**src/tvfl_pkg.sv**
```systemverilog
/*
  Constants, types and the linear-format decoder shared by the threshold
  bank and its fault response engines.
  Assumes a 10 MHz core clock and decoded PMBus command transactions.
*/
`default_nettype none
package tvfl_pkg;
  // ----------------------------------------
  // Command codes
  // ----------------------------------------
  localparam logic [7:0] CMD_CLEAR_FAULTS = 8'h03;
  localparam logic [7:0] CMD_OT_WARN = 8'h51;
  localparam logic [7:0] CMD_UT_WARN = 8'h52;
  localparam logic [7:0] CMD_UT_FAULT = 8'h53;
  localparam logic [7:0] CMD_UT_ACTION = 8'h54;
  localparam logic [7:0] CMD_VIN_OV = 8'h55;
  localparam logic [7:0] CMD_VIN_ACTION = 8'h56;
  localparam logic [7:0] CMD_STATUS_BYTE = 8'h78;
  localparam logic [7:0] CMD_STATUS_WORD = 8'h79;
  localparam logic [7:0] CMD_STATUS_INPUT = 8'h7c;
  localparam logic [7:0] CMD_STATUS_TEMP = 8'h7d;
  // ----------------------------------------
  // Reset values
  // ----------------------------------------
  localparam logic [15:0] RST_OT_WARN = 16'heb70;
  localparam logic [15:0] RST_UT_WARN = 16'he580;
  localparam logic [15:0] RST_UT_FAULT = 16'he490;
  localparam logic [15:0] RST_VIN_OV = 16'hd3a0;
  localparam logic [7:0] RST_ACTION = 8'h80;
  // ----------------------------------------
  // Response byte fields and codes
  // ----------------------------------------
  localparam int BEHAV_HI = 7;
  localparam int BEHAV_LO = 6;
  localparam int RETRY_HI = 5;
  localparam int RETRY_LO = 3;
  localparam int TIME_HI = 2;
  localparam int TIME_LO = 0;
  localparam logic [1:0] BEH_IGNORE = 2'h0;
  localparam logic [1:0] BEH_DELAY = 2'h1;
  localparam logic [1:0] BEH_DISABLE = 2'h2;
  localparam logic [1:0] BEH_HOLD = 2'h3;
  localparam logic [2:0] RETRY_NONE = 3'h0;
  localparam logic [2:0] RETRY_FOREVER = 3'h7;
  // ----------------------------------------
  // Status bit positions
  // ----------------------------------------
  localparam int SB_OFF = 6;
  localparam int SB_TEMP = 2;
  localparam int SB_OTHER = 0;
  localparam int SW_INPUT = 13;
  localparam int ST_OT_WARN = 6;
  localparam int ST_UT_WARN = 5;
  localparam int ST_UT_FAULT = 4;
  localparam int SI_VIN_OV = 7;
  // ----------------------------------------
  // Timing
  // ----------------------------------------
  localparam int CLK_PERIOD_NS = 100;
  localparam int UNIT_TIME_NS = 1000000;
  localparam int UNIT_CYCLES = UNIT_TIME_NS / CLK_PERIOD_NS;
  localparam int FIX_W = 48;
  localparam int EXP_BIAS = 16;

  typedef enum logic [2:0] {st_run, st_delay, st_off, st_wait, st_hold} tvfl_resp_e;

  // Linear word to fixed point, 16 fraction bits, so words compare exactly
  function automatic logic signed [FIX_W-1:0] l11_fix(input logic [15:0] w);
    logic signed [4:0] e;
    logic signed [10:0] m;
    logic [5:0] sh;
    e = w[15:11];
    m = w[10:0];
    sh = 6'(int'(e) + EXP_BIAS);
    l11_fix = FIX_W'(m) <<< sh;
  endfunction
endpackage
`default_nettype wire

```
**src/tvfl_response.sv**
```systemverilog
/*
  Fault response engine: delay, disable, retry and hold per response byte.
  Assumes fault_in is a level from the same clock domain.
*/
`timescale 1ns/100ps
`default_nettype none
module tvfl_response #(
  parameter int UNIT_CYCLES = tvfl_pkg::UNIT_CYCLES
) (
  // Clock and reset
  input wire logic clk_in,
  input wire logic rst_n_in,
  // Control
  input wire logic fault_in,
  input wire logic [7:0] action_in,
  input wire logic clear_in,
  // Result
  output logic enable_out
);
  tvfl_pkg::tvfl_resp_e state, next_state;
  logic [2:0] left, next_left;
  logic [2:0] used, next_used;
  logic [31:0] tick_cnt, next_tick_cnt;
  logic next_enable;
  logic tick;
  logic [1:0] beh;
  logic [2:0] retry;
  logic [2:0] tim;

  assign beh = action_in[tvfl_pkg::BEHAV_HI:tvfl_pkg::BEHAV_LO];
  assign retry = action_in[tvfl_pkg::RETRY_HI:tvfl_pkg::RETRY_LO];
  assign tim = action_in[tvfl_pkg::TIME_HI:tvfl_pkg::TIME_LO];
  assign tick = (tick_cnt == 32'(UNIT_CYCLES - 1));

  always_comb
  begin
    next_state = state;
    next_left = left;
    next_used = used;
    next_tick_cnt = tick ? 32'h0 : tick_cnt + 32'h1;
    if (clear_in)
    begin
      next_used = 3'h0;
    end
    case (state)
      tvfl_pkg::st_run:
        if (fault_in)
        begin
          case (beh)
            tvfl_pkg::BEH_DELAY:
            begin
              next_left = tim;
              next_state = tvfl_pkg::st_delay;
            end
            tvfl_pkg::BEH_DISABLE: next_state = tvfl_pkg::st_off;
            tvfl_pkg::BEH_HOLD: next_state = tvfl_pkg::st_hold;
            default: next_state = tvfl_pkg::st_run;
          endcase
        end
      tvfl_pkg::st_delay:
        if (left == 3'h0)
        begin
          next_state = tvfl_pkg::st_off;
        end
        else if (tick)
        begin
          next_left = left - 3'h1;
        end
      tvfl_pkg::st_off:
        // No retry stays off until reset; counted retries stop when used up
        if (retry != tvfl_pkg::RETRY_NONE && (retry == tvfl_pkg::RETRY_FOREVER || used < retry))
        begin
          next_left = tim;
          next_state = tvfl_pkg::st_wait;
        end
      tvfl_pkg::st_wait:
        if (left == 3'h0)
        begin
          // Restart blind; a lasting fault trips again from run
          next_state = tvfl_pkg::st_run;
          if (retry != tvfl_pkg::RETRY_FOREVER)
          begin
            next_used = used + 3'h1;
          end
        end
        else if (tick)
        begin
          next_left = left - 3'h1;
        end
      tvfl_pkg::st_hold:
        if (!fault_in)
        begin
          next_state = tvfl_pkg::st_run;
        end
      default: next_state = tvfl_pkg::st_off;
    endcase
    // Output stays on while the response delay runs
    next_enable = (next_state == tvfl_pkg::st_run) || (next_state == tvfl_pkg::st_delay);
  end

  always_ff @(posedge clk_in or negedge rst_n_in)
  begin
    if (!rst_n_in)
    begin
      state <= tvfl_pkg::st_run;
      left <= 3'h0;
      used <= 3'h0;
      tick_cnt <= 32'h0;
      enable_out <= 1'b1;
    end
    else
    begin
      state <= next_state;
      left <= next_left;
      used <= next_used;
      tick_cnt <= next_tick_cnt;
      enable_out <= next_enable;
    end
  end

  ignore_fault_a: assert property (@(posedge clk_in) disable iff (!rst_n_in)
    state == tvfl_pkg::st_run && beh == tvfl_pkg::BEH_IGNORE |=> enable_out)
    else $error("ignore response dropped the output");
  disable_now_a: assert property (@(posedge clk_in) disable iff (!rst_n_in)
    state == tvfl_pkg::st_run && fault_in && beh == tvfl_pkg::BEH_DISABLE |=> !enable_out && state == tvfl_pkg::st_off)
    else $error("disable response did not disable at once");
  hold_release_a: assert property (@(posedge clk_in) disable iff (!rst_n_in)
    state == tvfl_pkg::st_hold |=> enable_out == !$past(fault_in))
    else $error("hold response wrong for fault level");
  no_retry_a: assert property (@(posedge clk_in) disable iff (!rst_n_in)
    state == tvfl_pkg::st_off && retry == tvfl_pkg::RETRY_NONE |=> state == tvfl_pkg::st_off && !enable_out)
    else $error("no-retry setting restarted");
  delay_zero_a: assert property (@(posedge clk_in) disable iff (!rst_n_in)
    state == tvfl_pkg::st_run && fault_in && beh == tvfl_pkg::BEH_DELAY && tim == 3'h0
    |=> enable_out ##1 !enable_out)
    else $error("zero delay response not taken in two cycles");
  retry_seen_c: cover property (@(posedge clk_in) disable iff (!rst_n_in)
    state == tvfl_pkg::st_wait ##1 state == tvfl_pkg::st_run);
  hold_seen_c: cover property (@(posedge clk_in) disable iff (!rst_n_in)
    state == tvfl_pkg::st_hold ##1 state == tvfl_pkg::st_run);
endmodule
`default_nettype wire

```
**src/tvfl_limits.sv**
```systemverilog
/*
  Temperature and input-voltage threshold bank with status, alert and
  fault responses. Assumes a PMBus front end that hands over decoded
  command codes with write and read strobes, and measurements as linear
  words synchronous to clk_in.
*/
`timescale 1ns/100ps
`default_nettype none
// Operation
// - Temperature above over-temp warning sets summary and warning bits, alerts.
// - Over-temp warning word is read/write, resets to eb70 (110 C).
// - Temperature below under-temp warning sets summary and warning bits, alerts.
// - Under-temp warning word resets to e580 (-40 C).
// - Under-temp fault declared at its threshold, cleared only above warning.
// - Under-temp fault word resets to e490 (-55 C).
// - Every threshold is a read/write two-byte linear word.
// - Response registers are read/write bytes; under-temp one resets to 80.
// - Behaviour 00 ignores the fault but still records status.
// - Behaviour 01 waits the time field, disables, then retries.
// - Behaviour 10 disables at once, then retries per retry field.
// - Behaviour 11 holds output off while fault persists, then re-enables.
// - Fault bits stay set until the clear-faults command.
// - Retry 000 keeps output disabled until device restart.
// - Retry 001 to 110 restarts that many times, spaced by time field.
// - Retry 111 restarts endlessly without checking the fault.
// - Time field gives both retry spacing and response delay.
// - Input overvoltage threshold resets to d3a0 (14.5 V).
// - Input overvoltage response uses same encoding, resets to 80.
// - Status byte bit 2 reports any temperature fault or warning.
module tvfl_limits #(
  parameter int UT_UNIT_CYCLES = tvfl_pkg::UNIT_CYCLES,
  parameter int VIN_UNIT_CYCLES = tvfl_pkg::UNIT_CYCLES
) (
  // Clock and reset
  input wire logic clk_in,
  input wire logic rst_n_in,
  // Decoded command port
  input wire logic [7:0] cmd_code_in,
  input wire logic cmd_wr_in,
  input wire logic cmd_rd_in,
  input wire logic [15:0] cmd_wdata_in,
  output logic [15:0] cmd_rdata_out,
  // Measurements, linear format
  input wire logic [15:0] temp_in,
  input wire logic [15:0] vin_in,
  // Alert and power stage
  output logic alert_n_out,
  output logic power_enable_out
);
  // ----------------------------------------
  // Threshold and response registers
  // ----------------------------------------
  logic [15:0] ot_warn, next_ot_warn;
  logic [15:0] ut_warn, next_ut_warn;
  logic [15:0] ut_fault, next_ut_fault;
  logic [7:0] ut_action, next_ut_action;
  logic [15:0] vin_ov, next_vin_ov;
  logic [7:0] vin_action, next_vin_action;
  logic [15:0] next_rdata;
  logic wr_ok;

  assign wr_ok = cmd_wr_in;

  always_comb
  begin
    next_ot_warn = ot_warn;
    next_ut_warn = ut_warn;
    next_ut_fault = ut_fault;
    next_ut_action = ut_action;
    next_vin_ov = vin_ov;
    next_vin_action = vin_action;
    if (wr_ok)
    begin
      if (cmd_code_in == tvfl_pkg::CMD_OT_WARN)
      begin
        next_ot_warn = cmd_wdata_in;
      end
      else if (cmd_code_in == tvfl_pkg::CMD_UT_WARN)
      begin
        next_ut_warn = cmd_wdata_in;
      end
      else if (cmd_code_in == tvfl_pkg::CMD_UT_FAULT)
      begin
        next_ut_fault = cmd_wdata_in;
      end
      else if (cmd_code_in == tvfl_pkg::CMD_UT_ACTION)
      begin
        next_ut_action = cmd_wdata_in[7:0];
      end
      else if (cmd_code_in == tvfl_pkg::CMD_VIN_OV)
      begin
        next_vin_ov = cmd_wdata_in;
      end
      else if (cmd_code_in == tvfl_pkg::CMD_VIN_ACTION)
      begin
        next_vin_action = cmd_wdata_in[7:0];
      end
    end
  end

  always_ff @(posedge clk_in or negedge rst_n_in)
  begin
    if (!rst_n_in)
    begin
      ot_warn <= tvfl_pkg::RST_OT_WARN;
      ut_warn <= tvfl_pkg::RST_UT_WARN;
      ut_fault <= tvfl_pkg::RST_UT_FAULT;
      ut_action <= tvfl_pkg::RST_ACTION;
      vin_ov <= tvfl_pkg::RST_VIN_OV;
      vin_action <= tvfl_pkg::RST_ACTION;
    end
    else
    begin
      ot_warn <= next_ot_warn;
      ut_warn <= next_ut_warn;
      ut_fault <= next_ut_fault;
      ut_action <= next_ut_action;
      vin_ov <= next_vin_ov;
      vin_action <= next_vin_action;
    end
  end

  // ----------------------------------------
  // Comparisons
  // ----------------------------------------
  // Range limits are not enforced; any word is stored and compared as is
  logic signed [tvfl_pkg::FIX_W-1:0] temp_fix, vin_fix;
  logic above_ot, below_ut, at_ut_fault, above_ut_warn, above_vin;

  always_comb
  begin
    temp_fix = tvfl_pkg::l11_fix(temp_in);
    vin_fix = tvfl_pkg::l11_fix(vin_in);
    above_ot = temp_fix > tvfl_pkg::l11_fix(ot_warn);
    below_ut = temp_fix < tvfl_pkg::l11_fix(ut_warn);
    above_ut_warn = temp_fix > tvfl_pkg::l11_fix(ut_warn);
    at_ut_fault = temp_fix <= tvfl_pkg::l11_fix(ut_fault);
    above_vin = vin_fix > tvfl_pkg::l11_fix(vin_ov);
  end

  // ----------------------------------------
  // Status, alert and output enable
  // ----------------------------------------
  logic clear_faults;
  logic ut_cond, next_ut_cond;
  logic ot_warn_flag, next_ot_warn_flag;
  logic ut_warn_flag, next_ut_warn_flag;
  logic ut_fault_flag, next_ut_fault_flag;
  logic vin_ov_flag, next_vin_ov_flag;
  logic next_alert_n;
  logic next_power_en;
  logic ut_enable, vin_enable;
  logic temp_any;
  logic [7:0] status_byte, status_temp, status_input;

  assign clear_faults = cmd_wr_in && cmd_code_in == tvfl_pkg::CMD_CLEAR_FAULTS;

  always_comb
  begin
    // Hysteresis: set at fault limit, released only above warning limit
    if (ut_cond)
    begin
      next_ut_cond = !above_ut_warn;
    end
    else
    begin
      next_ut_cond = at_ut_fault;
    end
    // Set wins over clear so an event in the clearing cycle is kept
    next_ot_warn_flag = (ot_warn_flag && !clear_faults) || above_ot;
    next_ut_warn_flag = (ut_warn_flag && !clear_faults) || below_ut;
    next_ut_fault_flag = (ut_fault_flag && !clear_faults) || next_ut_cond;
    next_vin_ov_flag = (vin_ov_flag && !clear_faults) || above_vin;
    next_alert_n = !(next_ot_warn_flag || next_ut_warn_flag || next_ut_fault_flag || next_vin_ov_flag);
    next_power_en = ut_enable && vin_enable;
  end

  always_ff @(posedge clk_in or negedge rst_n_in)
  begin
    if (!rst_n_in)
    begin
      ut_cond <= 1'b0;
      ot_warn_flag <= 1'b0;
      ut_warn_flag <= 1'b0;
      ut_fault_flag <= 1'b0;
      vin_ov_flag <= 1'b0;
      alert_n_out <= 1'b1;
      power_enable_out <= 1'b1;
    end
    else
    begin
      ut_cond <= next_ut_cond;
      ot_warn_flag <= next_ot_warn_flag;
      ut_warn_flag <= next_ut_warn_flag;
      ut_fault_flag <= next_ut_fault_flag;
      vin_ov_flag <= next_vin_ov_flag;
      alert_n_out <= next_alert_n;
      power_enable_out <= next_power_en;
    end
  end

  tvfl_response #(
    .UNIT_CYCLES(UT_UNIT_CYCLES)
  ) u_ut_resp (
    .clk_in(clk_in),
    .rst_n_in(rst_n_in),
    .fault_in(ut_cond),
    .action_in(ut_action),
    .clear_in(clear_faults),
    .enable_out(ut_enable)
  );

  tvfl_response #(
    .UNIT_CYCLES(VIN_UNIT_CYCLES)
  ) u_vin_resp (
    .clk_in(clk_in),
    .rst_n_in(rst_n_in),
    .fault_in(above_vin),
    .action_in(vin_action),
    .clear_in(clear_faults),
    .enable_out(vin_enable)
  );

  // ----------------------------------------
  // Read-back
  // ----------------------------------------
  always_comb
  begin
    temp_any = ot_warn_flag || ut_warn_flag || ut_fault_flag;
    status_byte = 8'h00;
    status_byte[tvfl_pkg::SB_OFF] = !power_enable_out;
    status_byte[tvfl_pkg::SB_TEMP] = temp_any;
    status_byte[tvfl_pkg::SB_OTHER] = vin_ov_flag;
    status_temp = 8'h00;
    status_temp[tvfl_pkg::ST_OT_WARN] = ot_warn_flag;
    status_temp[tvfl_pkg::ST_UT_WARN] = ut_warn_flag;
    status_temp[tvfl_pkg::ST_UT_FAULT] = ut_fault_flag;
    status_input = 8'h00;
    status_input[tvfl_pkg::SI_VIN_OV] = vin_ov_flag;
    next_rdata = cmd_rdata_out;
    if (cmd_rd_in)
    begin
      next_rdata = 16'h0000;
      if (cmd_code_in == tvfl_pkg::CMD_OT_WARN)
      begin
        next_rdata = ot_warn;
      end
      else if (cmd_code_in == tvfl_pkg::CMD_UT_WARN)
      begin
        next_rdata = ut_warn;
      end
      else if (cmd_code_in == tvfl_pkg::CMD_UT_FAULT)
      begin
        next_rdata = ut_fault;
      end
      else if (cmd_code_in == tvfl_pkg::CMD_UT_ACTION)
      begin
        next_rdata = {8'h00, ut_action};
      end
      else if (cmd_code_in == tvfl_pkg::CMD_VIN_OV)
      begin
        next_rdata = vin_ov;
      end
      else if (cmd_code_in == tvfl_pkg::CMD_VIN_ACTION)
      begin
        next_rdata = {8'h00, vin_action};
      end
      else if (cmd_code_in == tvfl_pkg::CMD_STATUS_BYTE)
      begin
        next_rdata = {8'h00, status_byte};
      end
      else if (cmd_code_in == tvfl_pkg::CMD_STATUS_WORD)
      begin
        next_rdata = {8'h00, status_byte};
        next_rdata[tvfl_pkg::SW_INPUT] = vin_ov_flag;
      end
      else if (cmd_code_in == tvfl_pkg::CMD_STATUS_INPUT)
      begin
        next_rdata = {8'h00, status_input};
      end
      else if (cmd_code_in == tvfl_pkg::CMD_STATUS_TEMP)
      begin
        next_rdata = {8'h00, status_temp};
      end
    end
  end

  always_ff @(posedge clk_in or negedge rst_n_in)
  begin
    if (!rst_n_in)
    begin
      cmd_rdata_out <= 16'h0000;
    end
    else
    begin
      cmd_rdata_out <= next_rdata;
    end
  end

  // ----------------------------------------
  // Checks
  // ----------------------------------------
  ot_warn_set_a: assert property (@(posedge clk_in) disable iff (!rst_n_in)
    above_ot |=> ot_warn_flag && !alert_n_out)
    else $error("over-temp warning not flagged");
  limit_write_a: assert property (@(posedge clk_in) disable iff (!rst_n_in)
    cmd_wr_in && cmd_code_in == tvfl_pkg::CMD_OT_WARN |=> ot_warn == $past(cmd_wdata_in))
    else $error("threshold write not stored");
  ut_warn_set_a: assert property (@(posedge clk_in) disable iff (!rst_n_in)
    below_ut |=> ut_warn_flag && !alert_n_out)
    else $error("under-temp warning not flagged");
  ut_hysteresis_a: assert property (@(posedge clk_in) disable iff (!rst_n_in)
    ut_cond && !above_ut_warn |=> ut_cond)
    else $error("under-temp fault released inside hysteresis");
  action_write_a: assert property (@(posedge clk_in) disable iff (!rst_n_in)
    cmd_wr_in && cmd_code_in == tvfl_pkg::CMD_UT_ACTION |=> ut_action == $past(cmd_wdata_in[7:0]))
    else $error("response byte write not stored");
  sticky_flag_a: assert property (@(posedge clk_in) disable iff (!rst_n_in)
    ut_fault_flag && !clear_faults |=> ut_fault_flag)
    else $error("fault bit lost without clear");
  temp_summary_a: assert property (@(posedge clk_in) disable iff (!rst_n_in)
    cmd_rd_in && cmd_code_in == tvfl_pkg::CMD_STATUS_BYTE && temp_any |=> cmd_rdata_out[2])
    else $error("temperature summary bit missing");
  alert_release_a: assert property (@(posedge clk_in) disable iff (!rst_n_in)
    clear_faults && !above_ot && !below_ut && !next_ut_cond && !above_vin |=> alert_n_out)
    else $error("alert not released by clear");
  ut_fault_c: cover property (@(posedge clk_in) disable iff (!rst_n_in) ut_cond ##1 !ut_cond);
  vin_trip_c: cover property (@(posedge clk_in) disable iff (!rst_n_in) vin_ov_flag ##1 !power_enable_out);
  clear_c: cover property (@(posedge clk_in) disable iff (!rst_n_in) !alert_n_out ##1 clear_faults ##1 alert_n_out);
endmodule
`default_nettype wire

```
**config.mk**
```make
export PLATFORM = sky130hd
export DESIGN_NAME = tvfl_limits
export DESIGN_NICKNAME = d
export VERILOG_FILES = /design/src/tvfl_pkg.sv /design/src/tvfl_response.sv /design/src/tvfl_limits.sv
export SDC_FILE = /design/constraint.sdc
export NUM_CORES = 1
export LEC_CHECK = 0
export BUFFER_PORTS_ARGS = -buffer_cell sky130_fd_sc_hd__buf_2
export CAP_MARGIN = 20
export CORE_MARGIN = 2
export CORE_UTILIZATION = 50
export CTS_CLUSTER_DIAMETER = 80
export DETAILED_ROUTE_END_ITERATION = 10
export PLACE_DENSITY = 0.67
export SKIP_LAST_GASP = 1
export SLEW_MARGIN = 10
export SYNTH_ARGS = -nofsm -noshare
export SYNTH_HDL_FRONTEND = slang
export SYNTH_HIERARCHICAL = 1
export SYNTH_SLANG_ARGS = --single-unit
```
**constraint.sdc**
```tcl
create_clock -name clk_in -period 6.9 [get_ports clk_in]
set_input_delay 1.38 -clock clk_in [delete_from_list [all_inputs] [get_ports clk_in]]
set_output_delay 1.38 -clock clk_in [all_outputs]
set_load 0.01 [all_outputs]
```
==> impl_metrics.env <==
export IMPL_status="completed"
export IMPL_area_delta_synth_final_pct=5.97
export IMPL_grt_pass1_wl_microns=85100
export IMPL_finalSetupTns_ns=0
export IMPL_r2r_setup_slack_ns=2.11
export IMPL_worst_pin_slew_ns=1.24
export IMPL_die_w_microns=195
export IMPL_ios=78
export IMPL_rsz0062_at_grt="false"
export IMPL_p_leak_nw=8.27
export IMPL_setup_viol=0
export IMPL_end_kind="flop"
export IMPL_async_flop_share_pct=100
export IMPL_ys_warnings_count=6
export IMPL_final_layout_size_suffix_gt1_share_pct=15.1
export IMPL_detail_route_first_pass_iterations=6
export IMPL_cts_root_buf="clkbuf_16"
export IMPL_start_util_pct=51.0
export IMPL_nets=2362
export IMPL_viasPerCell=6.32
export IMPL_finalPower_mw=3.32
export IMPL_grt_max_degree=120
export IMPL_synthFlopType="dfrtp_1"
export IMPL_netlist_instances=2134
export IMPL_cp_data_arrival_time_ns=5.67
export IMPL_htree_levels=4
export IMPL_hold_violations=0
export IMPL_vias=16400
export IMPL_place_ws_ns=1.13
export IMPL_post_cts_buffers=0
export IMPL_ctsResizeCount=0
export IMPL_ir_drop_v=0.000234
export IMPL_whs_ns=0.475
export IMPL_critPathKind="primary input to flop"
export IMPL_final_period_utilization_pct=77.8
export IMPL_drv_slew=0
export IMPL_ant_nets=0
export IMPL_min_path_type="flop to flop"
export IMPL_grt_antenna_before_repair=0
export IMPL_die_y_microns=195
export IMPL_synth_top_area_cell="dfrtp_1"
export IMPL_row_count=69
export IMPL_ys_top_cells_by_area="dfrtp_1, ha_1, mux2i_1, mux2_2, nand2_1"
export IMPL_cts_max_path_buffers=2
export IMPL_synth_top_area_share_pct=21.1
export IMPL_clkLatencyLatePin_ns=0.44
export IMPL_portBuffers=77
export IMPL_slew_headroom_pct=16.2
export IMPL_syn_avg_cell_area_sq_um=8.52
export IMPL_synth_area_sq_um=18200
export IMPL_holdBufCountCts=0
export IMPL_cts_sinks=187
export IMPL_yosysSeqAreaShare_pct=26.0
export IMPL_drc_errors=0
export IMPL_skew_ns=0.0125
export IMPL_cts_tree="built"
export IMPL_fmaxAchievable_mhz=186
export IMPL_first_iter_violations=1384
export IMPL_final_util_pct=54.0
export IMPL_synth_nets=2374
export IMPL_n_antenna_cell=0
export IMPL_clkTransAtPathRegs_ns=0.06
export IMPL_synthDistinctLibCells=101
export IMPL_min_period_ns=5.37
export IMPL_critPathRequiredTime_ns=7.20
export IMPL_drv_cap=0
export IMPL_cp_max_fo=17
export IMPL_worst_slack_ns=1.53
export IMPL_cts_buffers=17
export IMPL_synth_edf_count=0
export IMPL_wire_per_inst_microns=20.8
export IMPL_grt_usage_pct=28.3
export IMPL_drt_total_wl_microns=54100
export IMPL_critPathLaunchType="primary input"
export IMPL_hpwlAfterDp_microns=41200
export IMPL_ys_ff_latch=187
export IMPL_grt_ovfl_total=0
export IMPL_pwr_density_cell_nw_per_um2=172
export IMPL_grt_pass1_vias=15400
export IMPL_place_gp_congestion=0.990
export IMPL_die_area_sq_um=37900
export IMPL_core_sq_um=35700
-- per-layer routing --
layer  part of all wire [%]  GRT usage (%)
met5                      0              0
met4                    3.2           10.1
met3                    6.7           3.94
met2                     45           44.7
met1                     46           39.7
-- report_power, final --
group          total (mW)  internal [mW]  leakage (nW)  switching, mW
registers            1.31           1.19          2.38          0.123
logic                1.02          0.416          5.60          0.605
clock network       0.987          0.529         0.284          0.457
total                3.32           2.13          8.27           1.19
-- final timing paths --
check / endpoint / start / cells after the start
worst max-delay path: u_vin_resp/left[2]$_DFFE_PN0P_ / vin_in[12] / 18
worst min-delay path: u_ut_resp/tick_cnt[31]$_DFF_PN0_ / u_ut_resp/tick_cnt[31]$_DFF_PN0_ / 1
worst max register to register: u_vin_resp/left[2]$_DFFE_PN0P_ / vin_ov[12]$_DFFE_PN1P_ / 18
worst min register to register: u_ut_resp/tick_cnt[31]$_DFF_PN0_ / u_ut_resp/tick_cnt[31]$_DFF_PN0_ / 1
max in group asynchronous: u_ut_resp/tick_cnt[25]$_DFF_PN0_ / rst_n_in / 2
min in group asynchronous: u_vin_resp/tick_cnt[5]$_DFF_PN0_ / rst_n_in / 1
-- critical path, stage by stage --
cell	delay, ns
buf_2	0.30
mux2_2	0.39
o21ai_0	0.44
mux2i_1	0.18
o21ai_0	0.27
o21ai_0	0.12
ha_1	0.32
and4_1	0.20
nor4b_2	0.23
a221oi_1	0.13
o21ai_0	0.12
a221oi_2	0.10
a211o_2	0.43
inv_1	0.09
nor3b_1	0.35
a32oi_1	0.16
o22ai_1	0.35
a211oi_2	0.12
-- synth_stat cells, drive strengths merged (23+ instances only) --
| master | n |
|---|---|
| nand2 | 244 |
| nor2 | 182 |
| ha | 180 |
| o21ai | 161 |
| dfrtp | 153 |
| a21oi | 134 |
| mux2i | 128 |
| mux2 | 116 |
| clkbuf | 75 |
| inv | 54 |
| nand4 | 50 |
| a22oi | 48 |
| nand3 | 40 |
| buf | 37 |
| nor3 | 37 |
| nand2b | 35 |
| xnor2 | 35 |
| dfstp | 34 |
| a21o | 29 |
| and3 | 28 |
| a21boi | 25 |
| xor2 | 25 |
| and2 | 24 |
| nor2b | 23 |
-- cells in the final DEF, fill, tap and decap left out, types with 6 or more instances in the layout --
cell type,instances
nor3_1,33
o22ai_1,12
and2_1,23
mux2i_1,128
a22oi_1,48
o31a_1,8
inv_1,51
o21a_1,16
clkbuf_16,18
a21oi_1,131
nand4_1,49
nand2_1,239
dfstp_2,34
a22o_1,8
mux2_4,10
nand3b_1,6
o21ai_0,158
nand3_1,37
and3_1,24
ha_1,180
mux2_2,106
buf_2,76
nand2b_1,35
nor2b_1,22
and4_1,8
dfrtp_1,153
nor4_1,14
a21o_1,29
a221oi_1,13
xnor2_1,35
xor2_1,25
a31oi_1,19
or3_1,10
a21boi_0,23
o211ai_1,17
a211oi_1,7
nor2_1,181
-- through the flow --
| step | std cells | instance area (sq um) |
|---|---|---|
| after CTS | 2596 | 19300 |
| after global routing | 2596 | 19300 |
| after floorplan | 2134 | 18200 |
| after detailed placement | 2564 | 18700 |
| after global placement | 2564 | 18700 |
| final | 2596 | 19300 |
-- registers in the layout (all words and copies together) (netlist names), 16 cells and up --
register	cells
ut_fault	16
cmd_rdata_out	16
ot_warn	16
u_vin_resp/tick_cnt	32
ut_warn	16
u_ut_resp/tick_cnt	32
vin_ov	16
-- logic make-up after synthesis --
group / after synthesis / share of synthesized area, %
AO/OA/AOI/OAI: 557 / 19.6
XOR/XNOR: 60 / 2.89
adder cells (fa/ha/maj): 180 / 12.4
buffers and inverters: 169 / 3.94
flip-flops: 187 / 26.0
multiplexers: 247 / 14.8
AND/OR/NAND/NOR: 734 / 20.4
-- final cells by class --
cell class              count  area (sq um)
fillers                  3348         16400
multi-input cells        1778         12700
flip-flops and latches    187          4720
well taps                 461           577
clock buffers              19           454
repair buffers             81           424
inverters                  57           214
clock inverters            13           134
Power figures use the tool's default switching activity.
